**src/core/hpiad_pkg.sv**
```systemverilog
package hpiad_pkg;

  // ------------------------------------------------------------
  // processor-side windows
  // ------------------------------------------------------------
  localparam logic [31:0] HPIAD_DRAM_END      = 32'h7FFF_FFFF;
  localparam logic [31:0] HPIAD_IO_LO_BASE    = 32'h8000_0000;
  localparam logic [31:0] HPIAD_IO_LO_END     = 32'h807F_FFFF;
  localparam logic [31:0] HPIAD_CFG_BASE      = 32'h8080_0000;
  localparam logic [31:0] HPIAD_CFG_END       = 32'h80FF_FFFF;
  localparam logic [31:0] HPIAD_IO_HI_BASE    = 32'h8100_0000;
  localparam logic [31:0] HPIAD_IO_HI_END     = 32'hBF7F_FFFF;
  localparam logic [31:0] HPIAD_RSV_BASE      = 32'hBF80_0000;
  localparam logic [31:0] HPIAD_RSV_END       = 32'hBFFF_FFEF;
  localparam logic [31:0] HPIAD_IACK_BASE     = 32'hBFFF_FFF0;
  localparam logic [31:0] HPIAD_IACK_END      = 32'hBFFF_FFFF;
  localparam logic [31:0] HPIAD_MEM_BASE      = 32'hC000_0000;
  localparam logic [31:0] HPIAD_MEM_END       = 32'hFEFF_FFFF;
  localparam logic [31:0] HPIAD_FLASH_BASE    = 32'hFF00_0000;
  localparam int          HPIAD_FLASH_BANK_BIT = 19;

  // ------------------------------------------------------------
  // indirect configuration ports and onboard isa ports
  // ------------------------------------------------------------
  localparam logic [15:0] HPIAD_PORT_CFG_ADDR = 16'h0CF8;
  localparam logic [15:0] HPIAD_PORT_CFG_DATA = 16'h0CFC;
  localparam logic [15:0] HPIAD_PORT_CPU_TYPE = 16'h0800;
  localparam logic [15:0] HPIAD_PORT_SYS_CFG  = 16'h0802;
  localparam logic [15:0] HPIAD_PORT_MEM_SIZE = 16'h0804;
  localparam logic [15:0] HPIAD_PORT_PWR_CTL  = 16'h0807;
  localparam logic [15:0] HPIAD_PORT_RTC_LO   = 16'h0074;
  localparam logic [15:0] HPIAD_PORT_RTC_HI   = 16'h0075;
  localparam logic [15:0] HPIAD_PORT_RTC_DATA = 16'h0077;

  // ------------------------------------------------------------
  // direct-mapped configuration select span
  // ------------------------------------------------------------
  localparam int          HPIAD_IDSEL_LO      = 11;
  localparam int          HPIAD_IDSEL_HI      = 18;
  localparam int          HPIAD_IDSEL_W       = 8;
  localparam int          HPIAD_IACK_LAT      = 1;
  localparam logic [31:0] HPIAD_RESET_DATA    = 32'h0000_0000;

  // decoded processor target
  typedef enum logic [3:0] {
    HPIAD_T_NONE, HPIAD_T_DRAM, HPIAD_T_PCI_IO, HPIAD_T_PCI_CFG,
    HPIAD_T_PCI_IACK, HPIAD_T_PCI_MEM, HPIAD_T_FLASH
  } hpiad_tgt_t;

  // pci cycle kind
  typedef enum logic [1:0] {
    HPIAD_C_IO, HPIAD_C_CFG, HPIAD_C_MEM, HPIAD_C_IACK
  } hpiad_cyc_t;

endpackage

```
**src/core/hpiad_decoder.sv**
```systemverilog
`timescale 1ns/1ps
module hpiad_decoder
  import hpiad_pkg::*;
#(
  parameter int ADDR_W = 32,
  parameter int DATA_W = 32
) (
  // clock and reset
  input  wire logic              clk_sys_i,
  input  wire logic              arst_n_i,
  // processor request, same clock domain
  input  wire logic              cpu_req_i,
  input  wire logic              cpu_rd_i,
  input  wire logic [ADDR_W-1:0] cpu_addr_i,
  // mode controls: software setting and board strap pin
  input  wire logic              discontig_i,
  input  wire logic              alt_map_sw_i,
  input  wire logic              alt_map_strap_i,
  // pci target side request
  input  wire logic              pci_req_i,
  input  wire logic              pci_io_i,
  input  wire logic [ADDR_W-1:0] pci_addr_i,
  // interrupt acknowledge answer from pci
  input  wire logic              iack_done_i,
  input  wire logic [DATA_W-1:0] iack_vector_i,
  // processor outputs
  output logic                   dram_sel_o,
  output logic [ADDR_W-1:0]      dram_addr_o,
  output logic                   pci_start_o,
  output hpiad_pkg::hpiad_cyc_t  pci_cyc_o,
  output logic [ADDR_W-1:0]      pci_addr_o,
  output logic [HPIAD_IDSEL_W-1:0] pci_idsel_o,
  output logic                   flash_sel_o,
  output logic                   flash_bank_o,
  output logic                   cfg_addr_sel_o,
  output logic                   cfg_data_sel_o,
  output logic [3:0]             board_sel_o,
  output logic                   clock_nvram_addr_low_strobe_o,
  output logic                   clock_nvram_addr_high_strobe_o,
  output logic                   clock_nvram_data_sel_o,
  output logic                   cpu_rdata_valid_o,
  output logic [DATA_W-1:0]      cpu_rdata_o,
  output logic                   alt_map_o,
  // pci-to-dram target outputs
  output logic                   pci_claim_o,
  output logic [ADDR_W-1:0]      pci_dram_addr_o
);
  import hpiad_pkg::*;

  // ------------------------------------------------------------
  // reset release
  // ------------------------------------------------------------
  logic rst_s1_r, rst_n_r;
  always_ff @(posedge clk_sys_i or negedge arst_n_i) begin
    if (!arst_n_i) begin
      rst_s1_r <= 1'b0;
      rst_n_r  <= 1'b0;
    end else begin
      rst_s1_r <= 1'b1;
      rst_n_r  <= rst_s1_r;
    end
  end

  // ------------------------------------------------------------
  // strap synchroniser and map select
  // ------------------------------------------------------------
  // strap is a pin, two flops before use
  logic strap_s1_r, strap_s2_r;
  always_ff @(posedge clk_sys_i or negedge arst_n_i) begin
    if (!arst_n_i) begin
      strap_s1_r <= 1'b0;
      strap_s2_r <= 1'b0;
    end else begin
      strap_s1_r <= alt_map_strap_i;
      strap_s2_r <= strap_s1_r;
    end
  end

  // default map at reset
  // the alternate map is only flagged; its layout is unsupported here
  always_ff @(posedge clk_sys_i or negedge rst_n_r) begin
    if (!rst_n_r) alt_map_o <= 1'b0;
    else          alt_map_o <= strap_s2_r | alt_map_sw_i;
  end

  // ------------------------------------------------------------
  // address decode
  // ------------------------------------------------------------
  function automatic logic in_rng(input logic [31:0] a, input logic [31:0] lo, input logic [31:0] hi);
    in_rng = (a >= lo) && (a <= hi);
  endfunction

  // discontiguous io offset back to the isa port
  function automatic logic [15:0] disc_port(input logic [23:0] off);
    disc_port = {off[22:12], off[4:0]};
  endfunction

  hpiad_tgt_t  tgt;
  logic [31:0] a;
  logic [15:0] isa_port;
  logic        isa_hit;
  always_comb begin
    a = cpu_addr_i[31:0];
    if (a <= HPIAD_DRAM_END)                                tgt = HPIAD_T_DRAM;
    else if (in_rng(a, HPIAD_IO_LO_BASE, HPIAD_IO_LO_END))  tgt = HPIAD_T_PCI_IO;
    else if (in_rng(a, HPIAD_CFG_BASE, HPIAD_CFG_END))      tgt = HPIAD_T_PCI_CFG;
    else if (in_rng(a, HPIAD_IO_HI_BASE, HPIAD_IO_HI_END))  tgt = HPIAD_T_PCI_IO;
    else if (in_rng(a, HPIAD_RSV_BASE, HPIAD_RSV_END))      tgt = HPIAD_T_PCI_IO;
    else if (in_rng(a, HPIAD_IACK_BASE, HPIAD_IACK_END))
      tgt = cpu_rd_i ? HPIAD_T_PCI_IACK : HPIAD_T_PCI_IO;
    else if (in_rng(a, HPIAD_MEM_BASE, HPIAD_MEM_END))      tgt = HPIAD_T_PCI_MEM;
    // flash repeats across the top 16 MB
    else                                                    tgt = HPIAD_T_FLASH;
    // mode picks how the isa port is found
    isa_port = discontig_i ? disc_port(a[23:0]) : a[15:0];
    isa_hit  = cpu_req_i && in_rng(a, HPIAD_IO_LO_BASE, HPIAD_IO_LO_END);
  end

  // ------------------------------------------------------------
  // onboard isa port decode
  // ------------------------------------------------------------
  logic       cfg_a_c, cfg_d_c, rtc_lo_c, rtc_hi_c, rtc_d_c;
  logic [3:0] brd_c;
  hpiad_isa_decode u_isa (
    .port_i                         (isa_port),
    .valid_i                        (isa_hit),
    .cfg_addr_sel_o                 (cfg_a_c),
    .cfg_data_sel_o                 (cfg_d_c),
    .board_sel_o                    (brd_c),
    .clock_nvram_addr_low_strobe_o  (rtc_lo_c),
    .clock_nvram_addr_high_strobe_o (rtc_hi_c),
    .clock_nvram_data_sel_o         (rtc_d_c)
  );

  // ------------------------------------------------------------
  // registered processor-side outputs
  // ------------------------------------------------------------
  // one request per cycle; all selects stand for one cycle
  always_ff @(posedge clk_sys_i or negedge rst_n_r) begin
    if (!rst_n_r) begin
      dram_sel_o  <= 1'b0;
      dram_addr_o <= '0;
      pci_start_o <= 1'b0;
      pci_cyc_o   <= HPIAD_C_IO;
      pci_addr_o  <= '0;
      pci_idsel_o <= '0;
      flash_sel_o <= 1'b0;
      flash_bank_o <= 1'b0;
    end else begin
      // nothing asserted without a matching request
      dram_sel_o  <= cpu_req_i && (tgt == HPIAD_T_DRAM);
      flash_sel_o <= cpu_req_i && (tgt == HPIAD_T_FLASH);
      // dram never starts a pci cycle
      pci_start_o <= cpu_req_i && (tgt != HPIAD_T_DRAM) && (tgt != HPIAD_T_FLASH);
      // bank from bit 19 of each megabyte
      flash_bank_o <= a[HPIAD_FLASH_BANK_BIT];
      dram_addr_o <= cpu_addr_i;
      // window offsets removed by the top two bits
      pci_addr_o  <= {2'b00, cpu_addr_i[ADDR_W-3:0]};
      unique case (tgt)
        HPIAD_T_PCI_CFG:  pci_cyc_o <= HPIAD_C_CFG;
        HPIAD_T_PCI_MEM:  pci_cyc_o <= HPIAD_C_MEM;
        HPIAD_T_PCI_IACK: pci_cyc_o <= HPIAD_C_IACK;
        default:          pci_cyc_o <= HPIAD_C_IO;
      endcase
      // select lines follow address bits 11..18
      pci_idsel_o <= (cpu_req_i && tgt == HPIAD_T_PCI_CFG) ?
                     cpu_addr_i[HPIAD_IDSEL_HI:HPIAD_IDSEL_LO] : '0;
    end
  end

  // onboard port selects, registered
  always_ff @(posedge clk_sys_i or negedge rst_n_r) begin
    if (!rst_n_r) begin
      cfg_addr_sel_o                 <= 1'b0;
      cfg_data_sel_o                 <= 1'b0;
      board_sel_o                    <= '0;
      clock_nvram_addr_low_strobe_o  <= 1'b0;
      clock_nvram_addr_high_strobe_o <= 1'b0;
      clock_nvram_data_sel_o         <= 1'b0;
    end else begin
      cfg_addr_sel_o                 <= cfg_a_c;
      cfg_data_sel_o                 <= cfg_d_c;
      board_sel_o                    <= brd_c;
      clock_nvram_addr_low_strobe_o  <= rtc_lo_c;
      clock_nvram_addr_high_strobe_o <= rtc_hi_c;
      clock_nvram_data_sel_o         <= rtc_d_c;
    end
  end

  // ------------------------------------------------------------
  // interrupt acknowledge read return
  // ------------------------------------------------------------
  // vector handed back as read data
  always_ff @(posedge clk_sys_i or negedge rst_n_r) begin
    if (!rst_n_r) begin
      cpu_rdata_valid_o <= 1'b0;
      cpu_rdata_o       <= HPIAD_RESET_DATA[DATA_W-1:0];
    end else begin
      cpu_rdata_valid_o <= iack_done_i;
      if (iack_done_i) cpu_rdata_o <= iack_vector_i;
    end
  end

  // ------------------------------------------------------------
  // pci target claim toward dram
  // ------------------------------------------------------------
  // only memory at 2 GB and above is claimed
  always_ff @(posedge clk_sys_i or negedge rst_n_r) begin
    if (!rst_n_r) begin
      pci_claim_o     <= 1'b0;
      pci_dram_addr_o <= '0;
    end else begin
      pci_claim_o     <= pci_req_i && !pci_io_i && pci_addr_i[ADDR_W-1];
      pci_dram_addr_o <= {1'b0, pci_addr_i[ADDR_W-2:0]};
    end
  end
endmodule // hpiad_decoder

```
**src/core/hpiad_isa_decode.sv**
```systemverilog
`timescale 1ns/1ps
// isa port decode for onboard functions, combinational
module hpiad_isa_decode
  import hpiad_pkg::*;
(
  // port number
  input  wire logic [15:0] port_i,
  input  wire logic        valid_i,
  // onboard selects
  output logic             cfg_addr_sel_o,
  output logic             cfg_data_sel_o,
  output logic [3:0]       board_sel_o,
  output logic             clock_nvram_addr_low_strobe_o,
  output logic             clock_nvram_addr_high_strobe_o,
  output logic             clock_nvram_data_sel_o
);
  import hpiad_pkg::*;

  // ------------------------------------------------------------
  // port compare
  // ------------------------------------------------------------
  // board and clock ports match exactly, the two config ports match any byte of their four-byte word; all others stay off the board
  always_comb begin
    cfg_addr_sel_o                 = valid_i && (port_i[15:2] == HPIAD_PORT_CFG_ADDR[15:2]);
    cfg_data_sel_o                 = valid_i && (port_i[15:2] == HPIAD_PORT_CFG_DATA[15:2]);
    board_sel_o[0]                 = valid_i && (port_i == HPIAD_PORT_CPU_TYPE);
    board_sel_o[1]                 = valid_i && (port_i == HPIAD_PORT_SYS_CFG);
    board_sel_o[2]                 = valid_i && (port_i == HPIAD_PORT_MEM_SIZE);
    board_sel_o[3]                 = valid_i && (port_i == HPIAD_PORT_PWR_CTL);
    clock_nvram_addr_low_strobe_o  = valid_i && (port_i == HPIAD_PORT_RTC_LO);
    clock_nvram_addr_high_strobe_o = valid_i && (port_i == HPIAD_PORT_RTC_HI);
    clock_nvram_data_sel_o         = valid_i && (port_i == HPIAD_PORT_RTC_DATA);
  end
endmodule // hpiad_isa_decode

```
**config.mk**
```make
export PLATFORM = sky130hd
export DESIGN_NAME = hpiad_decoder
export DESIGN_NICKNAME = d
export VERILOG_FILES = /design/src/core/hpiad_pkg.sv /design/src/core/hpiad_decoder.sv /design/src/core/hpiad_isa_decode.sv
export SDC_FILE = /design/constraint.sdc
export NUM_CORES = 1
export LEC_CHECK = 0
export BUFFER_PORTS_ARGS = -buffer_cell sky130_fd_sc_hd__buf_2
export CORE_UTILIZATION = 40
export DETAILED_ROUTE_END_ITERATION = 8
export PLACE_DENSITY = 0.75
export SYNTH_ARGS = -nofsm -noshare
export SYNTH_HDL_FRONTEND = slang
export SYNTH_SLANG_ARGS = --single-unit
```
**constraint.sdc**
```tcl
create_clock -name clk_sys_i -period 4.2 [get_ports clk_sys_i]
set_clock_uncertainty 0.2 [all_clocks]
set_input_delay 1.05 -clock clk_sys_i [delete_from_list [all_inputs] [get_ports clk_sys_i]]
set_output_delay 1.05 -clock clk_sys_i [all_outputs]
set_load 0.02 [all_outputs]
```
# Word level (Yosys, flattened, before mapping)
# Cells that the tools add are included.
[classes]
order_cmp = 13
n_eq_ne = 16
n_mux = 11
bitwise_logic = 1
n_reduce_logical = 24
[op_table]
columns = ["operator", "count"]
rows = [
  ["greater-or-equal comparator 32 bit (second input constant)", 6],
  ["<= comparator 32 bit (second input constant)", 6],
  ["equality test 16 x 12 -> 1 bit (second input constant)", 4],
  ["equality test 16 x 7 -> 1 bit (second input constant)", 3],
  ["<= comparator 32 x 31 -> 1 bit (second input constant)", 1],
  ["equality test 14 x 10 -> 1 bit (second input constant)", 2],
  ["logical AND 1 bit", 23],
  ["2-to-1 mux 3 bit", 6],
  ["2-to-1 mux 16 bit", 1],
  ["equality test 4 x 3 -> 1 bit (second input constant)", 3],
  ["2-to-1 mux 8 bit", 1],
  ["one-hot mux 2 bit (3 select lines)", 1],
  ["equality test 4 x 1 -> 1 bit (second input constant)", 1],
  ["equality test 4 x 2 -> 1 bit (second input constant)", 1],
  ["2-to-1 mux 4 bit", 1],
  ["inequality test 4 x 1 -> 1 bit (second input constant)", 1],
  ["inequality test 4 x 3 -> 1 bit (second input constant)", 1],
  ["2-to-1 mux 2 bit", 1],
  ["logical NOT 1 bit", 1],
  ["OR 1 bit", 1],
]
[word_totals]
regBits = 155
input_bits = 106
output_inout_bits = 154
word_cells = 88

# Longest topological paths before layout
# Gate-level depths: netlist of the first run.
[depth]
word_depth = 12
depth_mapped = 5
mapped_depth_nobuf = 4

# Hierarchy
# Synthesis of the first run repeated with hierarchy kept, for this count alone.
[hier_totals]
hier_cells = 271
hier_area_um2 = 4265.3
[by_module_without_submodules]
columns = ["module", "n_inst", "cells_per_inst", "area_each_um2", "seq_area_each_um2"]
rows = [
  ["hpiad_decoder", 1, 246, 4087.7, 3103.0],
  ["hpiad_isa_decode", 1, 25, 177.7, 0.0],
]

# Worst setup path before layout of the first run
# No wires, ideal clock.
[synth_path]
path_kind = "input to register"
from = "in cpu_addr_i[24]"
to = "reg board_sel_o[1]"
setup_time_ns = 0.068
t_arrival_ns = 2.578
required_time_ns = 3.932
setup_slack_ns = 1.354
cell_stages = 4
cell_sequence = "or4_4 -> or4b_4 -> nor4b_2 -> and4b_1"
[synth_via]
elab_chain_cells = 4
elab_cells_between_ends = 5
cone_classes = "order compare: 2; reduce/logical: 3"
[synth_rtl]
columns = ["element", "line_no", "source"]
rows = [
  ["start: declaration", "hpiad_decoder.sv:14", "input wire logic [ADDR_W-1:0] cpu_addr_i,"],
  ["greater-or-equal comparator 32 bit or <= comparator 32 bit (tied branches)", "hpiad_decoder.sv:90", "in_rng = (a >= lo) && (a <= hi);"],
  ["logical AND 1 bit *", "hpiad_decoder.sv:90", ""],
  ["logical AND 1 bit *", "hpiad_decoder.sv:116", "isa_hit = cpu_req_i && in_rng(a, HPIAD_IO_LO_BASE, HPIAD_IO_LO_END);"],
  ["logical AND 1 bit *", "hpiad_isa_decode.sv:27", "board_sel_o[1] = valid_i && (port_i == HPIAD_PORT_SYS_CFG);"],
  ["via brd_c[1]", "hpiad_decoder.sv:123", "logic [3:0] brd_c;"],
  ["end signal: assignment", "hpiad_decoder.sv:184", "board_sel_o <= brd_c;"],
  ["end: declaration", "hpiad_decoder.sv:37", "output logic [3:0] board_sel_o,"],
]
# Mark *: on every way through the listed nets, which the timed path passes. The rest lies on a longest branch.
# A chain may end at the register's enable or synchronous reset.

# Worst setup path in the final report of the first run
# Same ends and word-level chain as after synthesis.

==> impl_metrics.csv, run 1 <==
group,metric,value,unit
synthesis,yosysTopAreaCellShare,73.3,%
pwr,leakagePower,3.14,nW
floorplanning,num_rows,37,
floorplanning,chipHeight,105,µm
floorplanning,ioPinCount,260,
floorplanning,die_w,105,µm
detailed_routing,dr.first_iter.drc_count,123,
cts,cts_hold_buf,0,
critical_path,crit_slowest_cell,"or4_4",
detailed_routing,totalWireLength,9.87,mm
cts,path_clk_slew,60,ps
sta,tns,0,ps
synthesis,synthesis.area_per_instance,15.4,µm²
synthesis,yosys_warnings,0,
cts,cts_max_level,4,
synthesis,synthTopCellsByArea,"dfrtp_1, mux2_2, buf_4",
synthesis,synth_edf_count,0,
cells_and_area,finish.net_count,619,
cells_and_area,antennaDiodeCount,0,
synthesis,synth_top_area_cell,"dfrtp_1",
floorplanning,coreArea,0.0103,mm²
sta,fin_crit_sh,62.5,%
cts,cts_tree,"done",
critical_path,crit_fanout,4,
cts,root_buffer,"clkbuf_8",
detailed_routing,routedWlPerCell,14.9,µm
critical_path,cp-end-kind,"register",
critical_path,critPathMaxStageDelay,550,ps
flow_run,cap_violations,0,
cts,cts_buffer_depth,2,
cells_and_area,utilization,58.8,%
cts,cts.sinks,124,
sta,tightest_slew,1070,ps
sta,max_freq,381,MHz
critical_path,crit_arrival,2850,ps
cts,clk_latency,490,ps
synthesis,ys_seq_area_share,73.3,%
detailed_routing,ant_nets,0,
cts,cts-resized-gates,0,
sta,hold_viol,0,
synthesis,synth_area,0.00423,mm²
synthesis,synth_common_cells,"dfrtp_1, buf_4, mux2_2",
placement,place_congestion,0.788,
grt,track_usage,18.7,%
synthesis,ys_ff_latch,124,
synthesis,synth_ff_type,"dfrtp_1",
sta,final-setup-viol-count,0,
grt,antenna_found_initial,0,
detailed_routing,dr.pass1.iters,4,
synthesis,synthArstFlopShare,100,%
floorplanning,dieArea,0.0110,mm²
sta,slew_headroom,28.8,%
grt,first_global_vias,3034,
pwr,ir_worst_vdd,0.258,mV
pwr,powerDensity,513,mW/mm²
cts,cts_buffers,17,
sta,rsz0062_at_grt,"no",
detailed_routing,drc_errors,0,
min_path,hp-class,"primary input to asynchronous set/reset pin",
grt,grt_start_max_net_pins,88,
floorplanning,start_util,41.2,%
placement,io_buffers,256,
synthesis,netlist_instances,274,
synthesis,ys_types,37,
cells_and_area,drive_gt1_share,62.3,%
synthesis,synth_most_common_cell,"dfrtp_1",
placement,hpwl,7.58,mm
critical_path,worst-setup-path-type,"primary input to register",
cts,post_cts_buffers,0,
critical_path,worstPathCellList,"buf_2 -> or4_4 -> or4b_4 -> nor4b_2 -> and4b_1",
critical_path,cp-start-kind,"primary input",
outcome,status,"complete, no violations",
sta,drv_slew,0,
detailed_routing,viasPerCell,4.60,
sta,finalCriticalPeriod,2620,ps
cells_and_area,syn2layout_area_growth,42.7,%
grt,grt_pass1_wl,15.5,mm
critical_path,cp_data_required_time,4430,ps
detailed_routing,vias,3041,
grt,overflow,0,
[path summary, 6_finish.rpt]
| kind | end | slack [ps] | from | cells past startpoint |
|---|---|---|---|---|
| min | strap_s1_r$_DFF_PN0_ | 150 | arst_n_i | 1 |
| min reg2reg | rst_n_r$_DFF_PN0_ | 150 | rst_s1_r$_DFF_PN0_ | 0 |
| max reg2reg | cpu_rdata_o[19]$_DFFE_PN0P_ | 2590 | rst_n_r$_DFF_PN0_ | 1 |
| min in group clk_sys_i | rst_n_r$_DFF_PN0_ | 150 | rst_s1_r$_DFF_PN0_ | 0 |
| max in group asynchronous | cpu_rdata_o[19]$_DFFE_PN0P_ | 2590 | rst_n_r$_DFF_PN0_ | 1 |
| max | board_sel_o[1]$_DFF_PN0_ | 1580 | cpu_addr_i[24] | 5 |
[sequential cells by signal, summed over array words and instances (netlist names), 2 cells and up]
register         count
cpu_rdata_o         32
dram_addr_o         32
pci_dram_addr_o     31
pci_idsel_o          8
board_sel_o          4
pci_cyc_o            2
[cells in the final DEF, fill, tap and decap left out, drive strengths merged, types with 2 or more instances in the layout]
cell	netlist	final
nand2b	2	2
clkinv	0	2
nand3	4	4
nand2	10	10
or4b	2	2
buf	38	258
nor3	5	5
clkbuf	2	24
bufinv	0	4
mux2	34	34
nor2	8	8
and3	10	10
nor4	4	4
conb	2	4
or4	2	2
nor4b	2	2
o21ai	3	3
nor2b	2	2
nor3b	3	3
dfrtp	124	124
nand4	4	4
[per-stage QoR]
step	hold slack (ps)	total power [mW]	instances	cell area (µm²)	setup WS, ps
final	148	3.10	661	6040	1580
after global routing	109	3.23	661	6040	1500
after CTS	118	3.14	661	6040	1590
after detailed placement	138	1.65	630	5430	1060
after global placement	134	1.64	630	5430	1120
after floorplan	131	1.51	276	4240	349
[where the power goes]
group	internal, mW	total, mW	switching, mW
combinational	0.126	0.321	0.195
sequential	1.26	1.30	0.0421
clock	1.01	1.48	0.469
[area by class of cell]
cell class | instances | area [µm²]
Clock inverter | 7 | 138
Timing Repair Buffer | 258 | 1300
Tap cell | 136 | 170
Sequential cell | 124 | 3110
Clock buffer | 24 | 470
Fill cell | 872 | 4240
Multi-Input combinational cell | 112 | 860
[worst max-delay path: cells and delay by family]
family	cells	cell delay, ps
AND/OR/NAND/NOR	4	1690
buffers and inverters	1	110
[layer usage]
layer | track usage [%] | routed length (µm) | up-vias
li1 | - | - | 1384
met1 | 22.9 | 3940 | 1494
met2 | 30.9 | 5100 | 159
met3 | 6.86 | 791 | 4
met4 | 6.04 | 46 | 0
met5 | 0 | 0 | -
[logic make-up after synthesis]
| group | Yosys count | share of synthesized area (%) |
|---|---|---|
| compound gates | 8 | 1.21 |
| buf+inv | 40 | 6.56 |
| flops | 124 | 73.3 |
| other cells | 2 | 0.177 |
| simple gates | 65 | 9.46 |
| mux | 35 | 9.28 |
No activity file was read; power rests on OpenSTA's default activity.
==> run 2, diff against run 1 <==
Clock period 4.2 ns to 2.6 ns, I/O delays scaled along.
==> run 2 against run 1 <==
Against the previous run:
- final cell count grew 1.2%
- clock power grew 43%
- flip-flop and latch count stayed put
- sequential power increased by 62%
- register-to-register slack worse by 1200 ps
- worst hold slack lost 91 ps
- largest power group unchanged
==> impl_metrics.csv, run 2 (same netlist as run 1, synthesis figures left out) <==
group,metric,value,unit
critical_path,cp_data_required_time,2840,ps
sta,tns,0,ps
cells_and_area,reg.largest.list,"cpu_rdata_o (32), dram_addr_o (32), pci_dram_addr_o (31)",
cells_and_area,antennaDiodeCount,0,
detailed_routing,totalWireLength,10.2,mm
grt,overflow,0,
pwr,powerDensity,787,mW/mm²
detailed_routing,routedWlPerCell,15.3,µm
sta,rsz0062_at_grt,"no",
cts,cts_max_level,4,
outcome,status,"complete, no violations",
cells_and_area,mostFrequentLayoutCells,"buf_2, dfrtp_1, mux2_2",
pwr,leakagePower,3.15,nW
placement,place_congestion,0.843,
detailed_routing,dr.pass1.iters,4,
placement,place_inst,636,
cells_and_area,final_common_cell,"buf_2",
cells_and_area,fin_cells,669,
floorplanning,ioPinCount,260,
pwr,ir_worst_vdd,0.344,mV
detailed_routing,drc_errors,0,
grt,grt_pass1_wl,16.0,mm
cells_and_area,syn2layout_area_growth,42.9,%
critical_path,rr_worst_depth,1,
critical_path,crit_fanout,4,
cts,cts_buffers,17,
sta,drv_slew,0,
grt,antenna_found_initial,0,
floorplanning,die_w,105,µm
cts,clk_latency,490,ps
cts,path_clk_slew,60,ps
cells_and_area,drive_gt1_share,62.7,%
floorplanning,chipHeight,105,µm
placement,hpwl,7.91,mm
sta,max_freq,450,MHz
critical_path,cp-end-kind,"register",
cts,root_buffer,"clkbuf_8",
cts,cts_buffer_depth,2,
detailed_routing,ant_nets,0,
pwr,power,4.76,mW
min_path,hp-class,"primary input to register",
sta,final-setup-viol-count,0,
cells_and_area,finish.net_count,626,
detailed_routing,dr.first_iter.drc_count,114,
cts,cts.sinks,124,
sta,slew_headroom,52.9,%
cells_and_area,utilization,58.8,%
detailed_routing,vias,3110,
critical_path,cp-start-kind,"primary input",
min_path,holdPathStages,1,
flow_run,cap_violations,0,
sta,finalCriticalPeriod,2220,ps
grt,first_global_vias,3202,
grt,track_usage,19.4,%
sta,hold_viol,0,
floorplanning,start_util,41.2,%
floorplanning,num_rows,37,
cts,cts_tree,"done",
critical_path,crit_arrival,2460,ps
sta,tightest_slew,707,ps
sta,fin_crit_sh,85.5,%
critical_path,reg2reg_slack,1350,ps
placement,io_buffers,256,
detailed_routing,viasPerCell,4.65,
grt,grt_start_max_net_pins,58,
floorplanning,coreArea,0.0103,mm²
critical_path,worst-setup-path-type,"primary input to register",
cts,post_cts_buffers,0,
floorplanning,dieArea,0.0110,mm²
-- run 2: cell types whose count changed in the layout (fill, tap and decap cells not counted), sizes merged --
cell / delta
clkinv: +3
buf: +6
bufinv: -3
dlygate4sd3: +1
clkbuf: +1
-- run 2: critical path, cell delays in order --
cell and delay, ps:
buf_2 110, or4_4 530, or4b_4 530, nor4b_2 290
buf_4 180, and4_1 170
-- run 2: cell type report --
type                       instances  area [µm²]
sequential                       124        3110
timing repair buffer             265        1360
clock buffer                      25         484
fill                             868        4230
tap                              136         170
multi-input combinational        112         860
clock inverter                     7        62.6
-- run 2: worst paths after layout --
check / start / to
setup / recovery: cpu_addr_i[24] / board_sel_o[3]$_DFF_PN0_
hold / removal: alt_map_strap_i / strap_s1_r$_DFF_PN0_
setup reg to reg: rst_n_r$_DFF_PN0_ / cpu_rdata_o[16]$_DFFE_PN0P_
hold reg to reg: rst_n_r$_DFF_PN0_ / board_sel_o[3]$_DFF_PN0_
max in group asynchronous: rst_n_r$_DFF_PN0_ / cpu_rdata_o[16]$_DFFE_PN0P_
min in group asynchronous: rst_n_r$_DFF_PN0_ / board_sel_o[3]$_DFF_PN0_
-- run 2: what timing repair did --
action                                 CTS  global route
hold buffers                             1             0
endpoints found under the hold margin    4             0
resized for setup                        0             0
-- run 2: power by group --
group / switching, mW / internal, mW / leakage (nW)
combinational: 0.329 / 0.210 / 1.39
clock: 0.762 / 1.36 / 0.272
sequential: 0.0590 / 2.04 / 1.49
-- run 2: through the flow --
| stage | area [µm²] | worst slack (ps) | hold slack, ps |
|---|---|---|---|
| 4_1_cts | 6050 | 413 | 32.8 |
| 6_report | 6050 | 376 | 57.1 |
| 5_1_grt | 6050 | 344 | 27.1 |
| 3_5_place_dp | 5490 | -113 | 141 |
| 2_1_floorplan | 4240 | 154 | 131 |
| 3_3_place_gp | 5490 | -111 | 134 |
-- run 2: metal layers --
metal	global-route usage, %	share of wire [%]	wire, µm
met3	5.12	7.1	728
met4	8.05	1.8	183
met5	0	0	0
met2	33.3	53	5390
met1	23.2	38	3920
